**src/clkctl_consts.svh**
```systemverilog
// Constants for the system clock enable, divide and output block.
// Assumes an 8-bit register port with offsets at their special-register
// addresses; included by the package and the design.
`ifndef CLKCTL_CONSTS_SVH
`define CLKCTL_CONSTS_SVH
// Register offsets
`define OFS_CLOCK_CONTROL 8'h8e
`define OFS_SYSTEM_CLOCK_DIVIDER 8'h95
`define OFS_CLOCK_SWITCH 8'h96
`define OFS_CLOCK_SOURCE_ENABLE 8'h97
// Reset values
`define RST_CLOCK_CONTROL 8'h00
`define RST_SYSTEM_CLOCK_DIVIDER 8'h00
`define RST_CLOCK_SOURCE_ENABLE 8'h30
`define RST_OSC_SELECT 2'h0
// Field positions
`define POS_EXT_EN_HI 7
`define POS_EXT_EN_LO 6
`define POS_FAST_OSC_EN 5
`define POS_FAULT 0
`define POS_CLOCK_OUT_EN 1
`define POS_FAST_OSC_ST 5
`define POS_EXT_ST 3
`define POS_OSC_SEL_HI 2
`define POS_OSC_SEL_LO 1
// Field values
`define EXT_EN_ON 2'h3
`endif

```
**src/clkctl_pkg.sv**
```systemverilog
// Types for the system clock enable, divide and output block.
// Assumes the constants header sits beside it on the include path.
package clkctl_pkg;
  `include "clkctl_consts.svh"

  // System clock source encodings
  typedef enum logic [1:0] {
    SRC_FAST_OSC = 2'h0,
    SRC_EXT_CLK = 2'h1,
    SRC_SLOW_OSC = 2'h2,
    SRC_RESERVED = 2'h3
  } osc_sel_t;

  // Oscillator enables and stable flags travel together
  typedef struct packed {
    logic fast_en;
    logic ext_en;
    logic slow_en;
  } src_vec_t;

  // Register bus request
  typedef struct packed {
    logic [7:0] addr;
    logic [7:0] wdata;
    logic wr;
    logic rd;
  } reg_req_t;
endpackage : clkctl_pkg

```
**src/clkctl.sv**
```systemverilog
// System clock control: source enables, switch supervision, divider, output.
// Assumes the oscillators are modelled as enable/stable levels from the
// analog side; stable inputs are asynchronous and are synchronised here.
// Functional notes
// RULE1 - Enable field 11 makes the external clock input an available source.
// RULE2 - Other enable field values disable external clock; pin back to GPIO.
// RULE3 - Fast oscillator enable bit turns that oscillator off at 0, on at 1.
// RULE4 - While programming enable set, force fast oscillator on and report set.
// RULE5 - On programming enable clear, restore previous fast enable and status.
// RULE6 - Fault flag reads 0 after a successful clock source change.
// RULE7 - Fault set on unstable or disabled target; holds till switch completes.
// RULE8 - Fault flag is read-only to software, changed only by hardware.
// RULE9 - Divider zero passes the oscillator clock undivided.
// RULE10 - Divider N of 1 to 255 divides oscillator clock by 2N.
// RULE11 - Divider accepts new values any time without halting execution.
// RULE12 - Clock output carries the divided system clock; with divider zero the pin runs at half the oscillator clock.
// RULE13 - Clock output enable bit 1 gates the system clock onto the pin.
// RULE14 - Clock output stops toggling during power-down.
// RULE15 - Select 00 fast, 01 external, 10 slow oscillator; 11 reserved.
// RULE16 - Writes disabling the running source are ignored entirely.
// RULE17 - Selecting a disabled source updates select, keeps clock, sets fault.
// RULE18 - Selecting unstable enabled source waits for stable, then switches.
// RULE19 - Source and divider changes apply only at clock boundaries.
// RULE20 - Reset leaves divider zero, output off, running on fast oscillator.
//
// Local design decision: the strobed register port.
`include "clkctl_consts.svh"
module clkctl
  import clkctl_pkg::*;
(
  // Clock and reset
  input wire logic SYS_CLK,
  input wire logic SYS_RST,
  // Register port
  input wire logic [7:0] REG_ADDR,
  input wire logic [7:0] REG_WDATA,
  input wire logic REG_WR,
  input wire logic REG_RD,
  output logic [7:0] REG_RDATA,
  // Power and programming state
  input wire logic IN_APP_PROGRAMMING_ENABLE,
  input wire logic POWER_DOWN,
  // Oscillator stable levels from the analog side
  input wire logic FAST_OSC_READY,
  input wire logic EXT_CLK_READY,
  input wire logic SLOW_OSC_READY,
  // Oscillator enables to the analog side
  output logic FAST_INTERNAL_OSC_ENABLE,
  output logic EXT_CLK_INPUT_ENABLE,
  output logic SHARED_GPIO_PIN_FREE,
  // Clock source in use and system clock enable pulse
  output logic [1:0] ACTIVE_SOURCE,
  output logic SYS_CLK_TICK,
  // Clock output pin
  output logic CLOCK_OUT_PIN_O,
  output logic CLOCK_OUT_PIN_OE
);

  ////////////////////////////////////////////////////////////////////////
  // Stable input synchronisers: three flops, change once stages 2 and 3 agree
  logic [2:0] rdy_in;
  logic [2:0] s1_q, s2_q, s3_q, rdy_q;
  logic [2:0] s1_d, s2_d, s3_d, rdy_d;
  assign rdy_in = {FAST_OSC_READY, EXT_CLK_READY, SLOW_OSC_READY};

  // Per-source filter, same for every bit
  genvar gi;
  generate
    for (gi = 0; gi < 3; gi++) begin : g_sync
      always_comb begin
        s1_d[gi] = rdy_in[gi];
        s2_d[gi] = s1_q[gi];
        s3_d[gi] = s2_q[gi];
        rdy_d[gi] = (s2_q[gi] == s3_q[gi]) ? s3_q[gi] : rdy_q[gi];
      end
    end
  endgenerate

  always_ff @(posedge SYS_CLK) begin
    if (SYS_RST) begin
      s1_q <= 3'h0;
      s2_q <= 3'h0;
      s3_q <= 3'h0;
      rdy_q <= 3'h0;
    end else begin
      s1_q <= s1_d;
      s2_q <= s2_d;
      s3_q <= s3_d;
      rdy_q <= rdy_d;
    end
  end

  ////////////////////////////////////////////////////////////////////////
  // Register state
  reg_req_t req;
  assign req = '{addr: REG_ADDR, wdata: REG_WDATA, wr: REG_WR, rd: REG_RD};

  logic [1:0] ext_en_q, ext_en_d;
  logic fast_en_q, fast_en_d;       // Software view, kept while forced
  logic fault_q, fault_d;
  logic clk_out_en_q, clk_out_en_d;
  logic [7:0] divisor_q, divisor_d;
  osc_sel_t sel_q, sel_d;           // Software select field
  osc_sel_t act_q, act_d;           // Source actually running
  logic pend_q, pend_d;             // Waiting for target to stabilise
  logic [7:0] rdata_q, rdata_d;

  src_vec_t en_eff;
  src_vec_t st_eff;
  logic ext_on;
  logic fast_on;
  logic [7:0] enable_read;
  logic [7:0] switch_read;
  logic boundary;
  logic target_en;
  logic target_st;

  // RULE1 enable field 11
  // RULE2 other values disable
  assign ext_on = (ext_en_q == `EXT_EN_ON);
  // RULE4 forced on
  // RULE3 enable bit drives
  assign fast_on = fast_en_q | IN_APP_PROGRAMMING_ENABLE;
  assign en_eff = '{fast_en: fast_on, ext_en: ext_on, slow_en: 1'b1};
  // Stable only counts while the source is enabled
  assign st_eff = '{fast_en: IN_APP_PROGRAMMING_ENABLE |
                             (fast_on & rdy_q[2]),
                    ext_en: ext_on & rdy_q[1],
                    slow_en: rdy_q[0]};

  // RULE15 source decode
  function automatic logic pick(input src_vec_t v, input osc_sel_t s);
    case (s)
      SRC_FAST_OSC: pick = v.fast_en;
      SRC_EXT_CLK: pick = v.ext_en;
      SRC_SLOW_OSC: pick = v.slow_en;
      default: pick = 1'b0;
    endcase
  endfunction : pick

  assign target_en = pick(en_eff, sel_q);
  assign target_st = pick(st_eff, sel_q);

  // Read views; select field is write only and reads back zero
  always_comb begin
    enable_read = 8'h00;
    enable_read[`POS_EXT_EN_HI:`POS_EXT_EN_LO] = ext_en_q;
    // RULE5 restored view
    enable_read[`POS_FAST_OSC_EN] = fast_on;
    enable_read[`POS_FAULT] = fault_q;
    switch_read = 8'h00;
    switch_read[`POS_FAST_OSC_ST] = st_eff.fast_en;
    switch_read[`POS_EXT_ST] = st_eff.ext_en;
  end

  ////////////////////////////////////////////////////////////////////////
  // Register writes, switch supervision and read data
  always_comb begin
    ext_en_d = ext_en_q;
    fast_en_d = fast_en_q;
    fault_d = fault_q;
    clk_out_en_d = clk_out_en_q;
    divisor_d = divisor_q;
    sel_d = sel_q;
    act_d = act_q;
    pend_d = pend_q;
    rdata_d = 8'h00;
    if (req.wr) begin
      case (req.addr)
        `OFS_CLOCK_SOURCE_ENABLE: begin
          // RULE16 keep running source
          // Refused even while forced on, or it would drop when forcing ends
          if (!((act_q == SRC_EXT_CLK) &&
                (req.wdata[`POS_EXT_EN_HI:`POS_EXT_EN_LO] != `EXT_EN_ON)) &&
              !((act_q == SRC_FAST_OSC) &&
                !req.wdata[`POS_FAST_OSC_EN])) begin
            ext_en_d = req.wdata[`POS_EXT_EN_HI:`POS_EXT_EN_LO];
            // RULE8 fault not writable
            fast_en_d = req.wdata[`POS_FAST_OSC_EN];
          end
        end
        `OFS_CLOCK_SWITCH: begin
          sel_d = osc_sel_t'(req.wdata[`POS_OSC_SEL_HI:`POS_OSC_SEL_LO]);
          // RULE17 select updates now
          pend_d = 1'b1;
        end
        `OFS_SYSTEM_CLOCK_DIVIDER: begin
          // RULE11 write any time
          divisor_d = req.wdata;
        end
        `OFS_CLOCK_CONTROL: begin
          clk_out_en_d = req.wdata[`POS_CLOCK_OUT_EN];
        end
        default: begin
        end
      endcase
    end
    // Pending switch is resolved against the current select field
    if (pend_q) begin
      if (!target_en) begin
        // RULE17 disabled target faults
        fault_d = 1'b1;
        pend_d = 1'b0;
      end else if (!target_st) begin
        // RULE7 unstable target faults
        fault_d = 1'b1;
      end else if (boundary) begin
        // RULE18 switch in background
        // RULE19 at boundary only
        act_d = sel_q;
        // RULE6 success clears
        fault_d = 1'b0;
        pend_d = 1'b0;
      end
      if (req.wr && (req.addr == `OFS_CLOCK_SWITCH)) begin
        pend_d = 1'b1;
      end
    end
    if (req.rd) begin
      case (req.addr)
        `OFS_CLOCK_SOURCE_ENABLE: rdata_d = enable_read;
        `OFS_CLOCK_SWITCH: rdata_d = switch_read;
        `OFS_SYSTEM_CLOCK_DIVIDER: rdata_d = divisor_q;
        `OFS_CLOCK_CONTROL: rdata_d = {6'h00, clk_out_en_q, 1'b0};
        default: rdata_d = 8'h00;
      endcase
    end
  end

  // RULE20 reset state
  always_ff @(posedge SYS_CLK) begin
    if (SYS_RST) begin
      ext_en_q <= 2'(`RST_CLOCK_SOURCE_ENABLE >> `POS_EXT_EN_LO);
      fast_en_q <= 1'b1;
      fault_q <= 1'b0;
      clk_out_en_q <= 1'b0;
      divisor_q <= `RST_SYSTEM_CLOCK_DIVIDER;
      sel_q <= SRC_FAST_OSC;
      act_q <= SRC_FAST_OSC;
      pend_q <= 1'b0;
      rdata_q <= 8'h00;
    end else begin
      ext_en_q <= ext_en_d;
      fast_en_q <= fast_en_d;
      fault_q <= fault_d;
      clk_out_en_q <= clk_out_en_d;
      divisor_q <= divisor_d;
      sel_q <= sel_d;
      act_q <= act_d;
      pend_q <= pend_d;
      rdata_q <= rdata_d;
    end
  end

  ////////////////////////////////////////////////////////////////////////
  // Divider: system clock as a phase toggling every divisor cycles
  logic [7:0] cnt_q, cnt_d;
  logic [7:0] div_live_q, div_live_d;  // Divisor in force this period
  logic phase_q, phase_d;
  logic tick_q, tick_d;
  logic co_q, co_d;

  // A boundary is the end of a full high phase, or every cycle undivided
  assign boundary = (div_live_q == 8'h00) ||
                    (phase_q && (cnt_q == div_live_q - 8'h01));

  always_comb begin
    cnt_d = cnt_q;
    div_live_d = div_live_q;
    phase_d = phase_q;
    tick_d = 1'b0;
    if (POWER_DOWN) begin
      // RULE14 halted in power-down
      cnt_d = cnt_q;
    end else if (div_live_q == 8'h00) begin
      // RULE9 undivided
      tick_d = 1'b1;
      phase_d = ~phase_q;
      div_live_d = divisor_q;
      cnt_d = 8'h00;
    end else if (cnt_q == div_live_q - 8'h01) begin
      // RULE10 half period of N
      cnt_d = 8'h00;
      phase_d = ~phase_q;
      if (phase_q) begin
        tick_d = 1'b1;
        // RULE19 new divisor per period
        div_live_d = divisor_q;
      end
    end else begin
      cnt_d = cnt_q + 8'h01;
    end
    // RULE13 output gate
    // RULE12 divided clock out
    // Next enable, so the pin never outlives its enable by a cycle
    co_d = clk_out_en_d & phase_d;
  end

  always_ff @(posedge SYS_CLK) begin
    if (SYS_RST) begin
      cnt_q <= 8'h00;
      div_live_q <= 8'h00;
      phase_q <= 1'b0;
      tick_q <= 1'b0;
      co_q <= 1'b0;
    end else begin
      cnt_q <= cnt_d;
      div_live_q <= div_live_d;
      phase_q <= phase_d;
      tick_q <= tick_d;
      co_q <= co_d;
    end
  end

  ////////////////////////////////////////////////////////////////////////
  // Outputs
  assign REG_RDATA = rdata_q;
  assign FAST_INTERNAL_OSC_ENABLE = fast_on;
  assign EXT_CLK_INPUT_ENABLE = ext_on;
  assign SHARED_GPIO_PIN_FREE = ~ext_on;
  assign ACTIVE_SOURCE = act_q;
  assign SYS_CLK_TICK = tick_q;
  assign CLOCK_OUT_PIN_O = co_q;
  assign CLOCK_OUT_PIN_OE = clk_out_en_q;

endmodule : clkctl

```
**config.mk**
```make
export PLATFORM = sky130hd
export DESIGN_NAME = clkctl
export DESIGN_NICKNAME = d
export VERILOG_FILES = /design/src/clkctl_pkg.sv /design/src/clkctl.sv
export VERILOG_INCLUDE_DIRS = /design/src /design/src/src
export SDC_FILE = /design/constraint.sdc
export NUM_CORES = 1
export LEC_CHECK = 0
export ABC_AREA = 1
export BUFFER_PORTS_ARGS = -buffer_cell sky130_fd_sc_hd__buf_2
export CELL_PAD_IN_SITES_DETAIL_PLACEMENT = 1
export CELL_PAD_IN_SITES_GLOBAL_PLACEMENT = 2
export CORE_ASPECT_RATIO = 0.5
export CORE_MARGIN = 2
export CORE_UTILIZATION = 31
export DETAILED_ROUTE_END_ITERATION = 16
export GPL_TIMING_DRIVEN = 0
export PLACE_DENSITY_LB_ADDON = 0.1
export SKIP_LAST_GASP = 1
export SLEW_MARGIN = 20
export SYNTH_ARGS = -nofsm -noshare
export SYNTH_HDL_FRONTEND = slang
export SYNTH_SLANG_ARGS = --single-unit
```
**constraint.sdc**
```tcl
create_clock -name SYS_CLK -period 2.4 [get_ports SYS_CLK]
set_input_delay 0.6 -clock SYS_CLK [delete_from_list [all_inputs] [get_ports SYS_CLK]]
set_output_delay 0.6 -clock SYS_CLK [all_outputs]
set_load 0.05 [all_outputs]
```
==> results by group, run 1 <==
STA
  – Minimum clock period after layout: 2.137 ns
  – RSZ-0062 raised after global routing: false
  – # setup viols final: 0
  – Clock Skews: approximately 0.0041 ns
  – Max Freq: roughly 470 MHz
  – Final TNS setup: 0 ns
  – Final hold vios: 0
  – Worst hold slack: between 0.4 and 0.5 ns
  – Final period util: 0.8906
  – Slew at the pin with the worst max-slew slack: slightly above 0.8 ns
  – Count of pins over their slew limit: 0
  – Slew HR: 0.4538

Setup path
  – Slowest Stage Delay on Critical Path: 0.33 ns
  – Critical path arrival: 2.40 ns
  – Crit Path Max Fanout: 7
  – Crit-path most repeated cell: inv_1
  – Slowest cell on the critical path: or2_2
  – Cell Chain, Critical Path: inv_2, ha_2, inv_1, nand2_1, nand3_1, nand2_1, inv_1, nand3_1, nor2_1, nand2_2, inv_1, ha_1, or2_2, inv_1, o21ai_0, a21oi_1
  – Critical Path RT: around 2.7 ns
  – Crit path buf inv count: 5
  – Setup crit end kind: register
  – Delay-heaviest family, CP: simple AND/OR/NAND/NOR gates
  – Startpoint types: register
  – WS Path Type: reg2reg

Logic synthesis
  – Yosys Warn Count: 0
  – Post-synth top area cell: dfxtp_1
  – Top cells by area, synth: dfxtp_1 43%, inv_1 9.2%, nand2_1 9.2%, nor2_1 7.8%, o21ai_0 4.1%
  – Synthesized instance count: ~380
  – Post-synth cell types: 34
  – Seq/Total Area, Yosys: 0.4254
  – Synth Register Bits: 57
  – Post-Syn Area per Cell: 7.097 um2
  – Post-synth net total: 407
  – Yosys top cell area share: 0.4254
  – Synthesized area: about 0.0027 mm2

Floorplanning
  – Die Footprint: 0.009459 mm2
  – Die height: roughly 70 um
  – Chip width: 135.6 um
  – Core ar.: 0.008202 mm2
  – Initial Utilization: 0.3271
  – Row Count: 23
  – I/O pin count: 41

Drt
  – DRC: 0
  – Vias: ~2500
  – Routed wire length: 7.407 mm
  – Post-route ant nets: 0
  – Pre-Repair DR Iteration Count: 4
  – Vias/cell: 4.608
  – First DRT Iteration DRCs: 63
  – DR WL/cell: around 13 um

Power
  – Cell Pwr Density: ~1000 mW/mm2
  – Post-route total power: between 3000 and 4000 uW
  – Leakage: 0.001540 uW
  – Max VDD drop: 0.0003136 V

Clocking
  – CTS Buffer Depth: 2
  – Clk_lat worst skew: 0.33 ns
  – Clk sinks: 57
  – H-tree Lvls: 3
  – CTS tree: done
  – CTS clk-pin slew, worst paths: around 0.05 ns
  – Cts hold-fix bufs: 0
  – CTS Buf Count: 9
  – Root buffer cell: clkbuf_16

Global route
  – Gr ovfl total: 0
  – GRT Util Overall: 0.1709
  – Vias in the first global route: about 2600
  – Initial antenna violation count: 0
  – First-pass GRT wire length: roughly 13 mm
  – Largest net degree at the start of global routing: 11

Final layout
  – Register area: approximately 0.0011 mm2
  – Area growth syn-to-layout: 24.95%
  – Fin cells: about 550
  – N_diodes: 0
  – Nets: roughly 460
  – Layout cell share with drive strength beyond 1: 0.1785
  – Filler cells: about 1000
  – Footprint of the multi-input gates: around 0.0013 mm2
  – Design area: between 0.003 and 0.004 mm2

Run
  – MaxCap Viol Count: 0

Placed design
  – Placed cell areas: 0.003023 mm2
  – Gpl congestion: around 0.83
  – Detailed placement HPWL: between 5 and 6 mm
  – Placed cells: 530
  – IO buf count: 40

Hold path
  – Worst min path class: reg2reg

Status
  – Outcome: complete, no violations
-- final timing paths --
kind,start,endpoint,slack [ns],depth (start not counted)
worst min-delay path,s1_q[1],s2_q[1],0.40,2
worst max-delay path,div_live_q[0],pend_q,0.26,16
worst max register to register,div_live_q[0],pend_q,0.26,16
worst min register to register,s1_q[1],s2_q[1],0.40,2
-- Yosys cell counts, drive strengths merged --
cell and n:
xnor2 4, xor2 9, a31oi 1, buf 3
o311ai 1, nor3 8, or2 2, a21o 1
ha 4, a211oi 3, o221ai 1, o21ai 22
nor3b 2, nand2 70, inv 66, nand4 11
a21oi 21, mux2i 1, nand3b 2, o22ai 1
clkbuf 6, nor2 58, dfxtp 57, nor4 2
nand3 22
-- final cells by class --
cell class,count,share of cell area
clock inverters,6,0.01717
flip-flops and latches,57,0.3404
clock buffers,10,0.07130
well taps,112,0.04181
repair buffers,43,0.06644
plain buffers,9,0.01120
multi-input cells,246,0.3778
inverters,66,0.07391
-- metal layers --
layer / vias to the layer above / global-route usage / share of wire
met5: - / 0 / 0
met4: 0 / 0.05208 / 0.012
met3: 9 / 0.05409 / 0.031
met2: 32 / 0.2890 / 0.47
met1: 1180 / 0.2081 / 0.48
li1: 1309 / - / -
-- cell families after synthesis --
group | after synthesis | share of synthesized area
simple gates | 177 | 0.3008
mux | 1 | 0.003731
buf+inv | 75 | 0.1063
fa+ha+maj | 4 | 0.01866
flops | 57 | 0.4254
compound gates | 51 | 0.1026
xor+xnor | 13 | 0.04244
-- where the power goes --
part,internal [uW],switching [uW],leakage (uW)
combinational,367,663,0.000930
clock,823,453,0.000148
sequential,1010,67.7,0.000462
-- flip-flops by register name, summed over array words and instances, names as in the netlist, 2 cells and up --
register       flops
ext_en_q           2
cnt_q              8
s2_q               3
divisor_q          8
s3_q               3
rdy_q              3
div_live_q         8
s1_q               3
ACTIVE_SOURCE      2
REG_RDATA          8
sel_q              2
-- placed cells by master, fill, tap and decap left out, types with 3 or more instances in the layout --
cell and count:
a211oi_1 3, a21oi_1 21, buf_2 42, buf_4 3, clkbuf_1 5, clkbuf_16 9, clkinv_2 4, dfxtp_1 57
ha_1 3, inv_1 65, nand2_1 66, nand2_2 3, nand3_1 19, nand4_1 11, nor2_1 55, nor2_2 3
nor3_1 5, nor3_2 3, o21ai_0 21, xnor2_1 4, xor2_1 9
-- tightest hold or removal path, delay by kind of cell, from the launching register on --
family / cells / cell delay (ns)
flip-flops: 1 / 0.29
buffers and inverters: 1 / 0.04
AND/OR/NAND/NOR: 1 / 0.03
-- metrics by stage --
step                setup WS [ns]  utilization
CTS                       0.03672       0.4047
finish                     0.2627       0.4087
global route              0.02342       0.4087
floorplan                  0.3895            -
global placement           0.1062       0.3686
detailed placement        0.05532       0.3686
-- what timing repair did --
item / CTS / global route
gates resized for setup: 0 / 5
endpoints found under the setup margin: 0 / 7
hold endpoints to repair: 0 / 0
buffers inserted: 0 / 3
No activity file was read; power rests on OpenSTA's default activity.
==> inputs of run 2 (changes only) <==
Settings changed: ABC_AREA 1 to 0, CORE_UTILIZATION 31 to 33, TNS_END_PERCENT set to 1.
==> run 2 against run 1 <==
Compared with the run above: count of clock-buffer cells in the layout grew 2; clock skew up 0.0010 ns; utilization grew 2.7 points; non-clock buffer count fell by 3; critical path depth shrank 5; hold slack gained 0.035 ns; global-route usage rose by 1.6 points; via count shrank 17%.
==> results by group, run 2 <==
STA
  – Clock Skews: 0.005169 ns (was 0.004137 ns)
  – Slew HR: 0.5085 (was 0.4538)
  – # setup viols final: 0 (unchanged)
  – Count of pins over their slew limit: 0 (unchanged)
  – Slew at the pin with the worst max-slew slack: 0.7274 ns (was 0.8117 ns)
  – Max Freq: 437.2 MHz (was 467.9 MHz)
  – Minimum clock period after layout: 2.287 ns (was 2.137 ns)
  – Final WS setup: 0.1126 ns (was 0.2627 ns)
  – RSZ-0062 raised after global routing: true (was false)
  – Final period util: 0.9531 (was 0.8906)
  – Worst hold slack: 0.4371 ns (was 0.4024 ns)
  – Final hold vios: 0 (unchanged)

Power
  – Internal power: 2088 uW (was 2200 uW)
  – Switching power: 500.6 uW (was 1183 uW)
  – Combinational fraction of design power: 0.034 (was 0.304)
  – Sw frac: 0.1934 (was 0.3497)
  – Leakage: 0.001278 uW (was 0.001540 uW)
  – Seq pwr share: 0.371 (was 0.319)
  – Clock share of power: 0.595 (was 0.377)
  – Max VDD drop: 0.0003874 V (was 0.0003136 V)
  – Cell Pwr Density: 819.9 mW/mm2 (was 1009 mW/mm2)

Final layout
  – Finished Core Util: 0.4361 (was 0.4087)
  – N_diodes: 0 (unchanged)
  – Most frequent cells in the layout: 51 x dfxtp_1, 40 x buf_2, 31 x nand2_1, 25 x nor2_1, 18 x a21oi_1 (was 66 x nand2_1, 65 x inv_1, 57 x dfxtp_1, 55 x nor2_1, 42 x buf_2)
  – Footprint of the multi-input gates: 0.001251 mm2 (was 0.001266 mm2)
  – Commonest non-fill, non-tap cell in the layout: dfxtp_1 (was nand2_1)
  – Design area: 0.003157 mm2 (was 0.003352 mm2)
  – Area growth syn-to-layout: 29.58% (was 24.95%)
  – Nets: 351 (was 461)
  – Fin cells: 423 (was 549)
  – Register area: 0.001149 mm2 (was 0.001141 mm2)
  – Filler cells: 865 (was 1037)
  – Layout cell share with drive strength beyond 1: 0.2263 (was 0.1785)

Floorplanning
  – Chip width: 125.5 um (was 135.6 um)
  – Die Footprint: 0.008127 mm2 (was 0.009459 mm2)
  – Initial Utilization: 0.3365 (was 0.3271)
  – Core ar.: 0.007239 mm2 (was 0.008202 mm2)
  – I/O pin count: 41 (unchanged)
  – Row Count: 22 (was 23)
  – Die height: 64.76 um (was 69.78 um)

Setup path
  – Crit. Startpoint: div_live_q[0] (unchanged)
  – Crit Path Max Fanout: 5 (was 7)
  – Startpoint types: register (unchanged)
  – WS Path Type: reg2reg (unchanged)
  – Worst Reg-to-Reg Cells: 11 (was 16)
  – Critical Path Sink: ACTIVE_SOURCE[0] (was pend_q)
  – Critical Path RT: 2.60 ns (was 2.66 ns)
  – RR Endpoint: ACTIVE_SOURCE[0] (was pend_q)
  – Reg2reg start: div_live_q[0] (unchanged)
  – Setup crit end kind: register (unchanged)
  – Reg2Reg Setup Slack: 0.11 ns (was 0.26 ns)
  – Critical path arrival: 2.49 ns (was 2.40 ns)

Clocking
  – CTS Buf Count: 9 (unchanged)
  – CTS Buffer Depth: 2 (unchanged)
  – Clk sinks: 57 (unchanged)
  – Clk_lat worst skew: 0.33 ns (about the same)
  – Cts hold-fix bufs: 0 (unchanged)
  – H-tree Lvls: 3 (unchanged)
  – CTS tree: done (unchanged)
  – CTS clk-pin slew, worst paths: 0.05 ns (about the same)
  – Root buffer cell: clkbuf_16 (unchanged)

Logic synthesis
  – Yosys Warn Count: 0 (unchanged)
  – Post-synth top area cell: dfxtp_1 (unchanged)
  – Synthesized instance count: 271 (was 378)
  – Yosys top cell area share: 0.4684 (was 0.4254)
  – Async set-reset flop share out of synthesis: 0 (unchanged)
  – Primary FF master, synth: dfxtp_1 (unchanged)
  – Count leader, synth: dfxtp_1
  – Post-Syn Area per Cell: 8.989 um2 (was 7.097 um2)
  – Number of synthesized flops with an enable pin: 0 (unchanged)
  – Synth Register Bits: 57 (unchanged)
  – Top cells by area, synth: dfxtp_1 47%, mux2i_1 4.9%, nand2_1 4.8%, nor2_1 3.9%, a21oi_1 3.7% (was dfxtp_1 43%, inv_1 9.2%, nand2_1 9.2%, nor2_1 7.8%, o21ai_0 4.1%)
  – Most frequent cells after synthesis: 57 x dfxtp_1, 31 x nand2_1, 25 x nor2_1 (was 66 x inv_1, 66 x nand2_1, 57 x dfxtp_1)
  – Post-synth net total: 300 (was 407)
  – Post-synth cell types: 45 (was 34)
  – Seq/Total Area, Yosys: 0.4684 (was 0.4254)
  – Synthesized area: 0.002436 mm2 (was 0.002683 mm2)

Global route
  – GRT Util Overall: 0.1866 (was 0.1709)
  – Largest net degree at the start of global routing: 11 (unchanged)
  – Initial antenna violation count: 0 (unchanged)
  – First-pass GRT wire length: 11.62 mm (was 12.50 mm)
  – Gr ovfl total: 0 (unchanged)
  – Vias in the first global route: 2289 (was 2631)

Drt
  – DRC: 0 (unchanged)
  – First DRT Iteration DRCs: 93 (was 63)
  – Vias: 2104 (was 2530)
  – Vias/cell: 4.974 (was 4.608)
  – Pre-Repair DR Iteration Count: 4 (unchanged)
  – Post-route ant nets: 0 (unchanged)
  – DR WL/cell: 16.12 um (was 13.49 um)
  – Routed wire length: 6.818 mm (was 7.407 mm)

Placed design
  – Placed cell areas: 0.002751 mm2 (was 0.003023 mm2)
  – Pre-CTS setup slack: -0.1527 ns (was 0.05532 ns)
  – IO buf count: 39 (was 40)
  – Gpl congestion: 0.7772 (was 0.8322)
  – Placed cells: 406 (was 530)
  – Detailed placement HPWL: 5.107 mm (was 5.808 mm)

Run
  – MaxCap Viol Count: 0 (unchanged)

Hold path
  – Hold depth: 1 (was 2)
  – Worst min path class: reg2reg (unchanged)

Status
  – Outcome: complete, no violations (unchanged)
## run 2: how the worst min path moves through the flow
| stage | from | to | slack [ns] |
|---|---|---|---|
| after floorplan | s1_q[0] | s2_q[0] | 0.41 |
| after global placement | s1_q[0] | s2_q[0] | 0.42 |
| after detailed placement | s1_q[0] | s2_q[0] | 0.43 |
| after CTS | s1_q[0] | s2_q[0] | 0.45 |
| after global routing | s1_q[1] | s2_q[1] | 0.46 |
| final | s1_q[0] | s2_q[0] | 0.44 |
## run 2: layout make-up
class	count	share of cell area
Buffer	9	0.01387
Clock buffer	12	0.08442
Multi-Input combinational cell	198	0.3964
Clock inverter	4	0.03092
Timing Repair Buffer	40	0.06421
Sequential cell	57	0.3639
Inverter	7	0.008323
Tap cell	96	0.03805
## run 2: per-layer routing
metal,vias to the layer above,share of wire,global-route usage,wire length (um)
met2,30,0.44,0.3088,3018
met1,1003,0.51,0.2321,3448
li1,1059,-,-,-
met4,0,0.015,0.06111,105
met3,12,0.036,0.06111,246
met5,-,0,0,0
## run 2: power groups by stage
| stage | Sequential [uW] | Combinational, uW | Clock (uW) |
|---|---|---|---|
| after floorplan | 983 | 43.0 | 0 |
| after global placement | 980 | 86.0 | 0 |
| after detailed placement | 981 | 88.1 | 0 |
| after CTS | 961 | 88.9 | 1560 |
| after global routing | 961 | 98.8 | 1610 |
| final | 961 | 88.0 | 1540 |
## run 2: logic make-up (layout without fill, tap and decap cells)
group	after synthesis	count (layout)	synth area share
AND/OR/NAND/NOR	113	113	0.2322
flip-flops	57	57	0.4684
AO/OA/AOI/OAI	54	54	0.1474
buffers and inverters	16	72	0.02825
XOR/XNOR	15	15	0.05393
multiplexers	12	12	0.04931
adder cells (fa/ha/maj)	4	4	0.02055
## run 2: worst max-delay path: stages (launching register included)
cell       delay [ns]
dfxtp_2          0.36
inv_1            0.08
ha_2             0.28
xnor2_1          0.12
nor3_1           0.24
o2111ai_2        0.21
inv_2            0.10
ha_2             0.19
nor2_1           0.07
nand3b_1         0.27
mux2i_1          0.20
nor2_1           0.05
## run 2: repair_timing
| action | in CTS | in global routing |
|---|---|---|
| gates resized for setup | 4 | 11 |
| buffers inserted | 1 | 0 |
| pin swaps | 1 | 1 |
| setup endpoints to repair | 4 | 11 |
## run 2: metrics by stage
step | total power (uW) | TNS [ns]
floorplan | 1026 | 0
global placement | 1066 | -0.2833
detailed placement | 1069 | -0.8512
CTS | 2611 | 0
global route | 2667 | -0.07335
finish | 2588 | 0
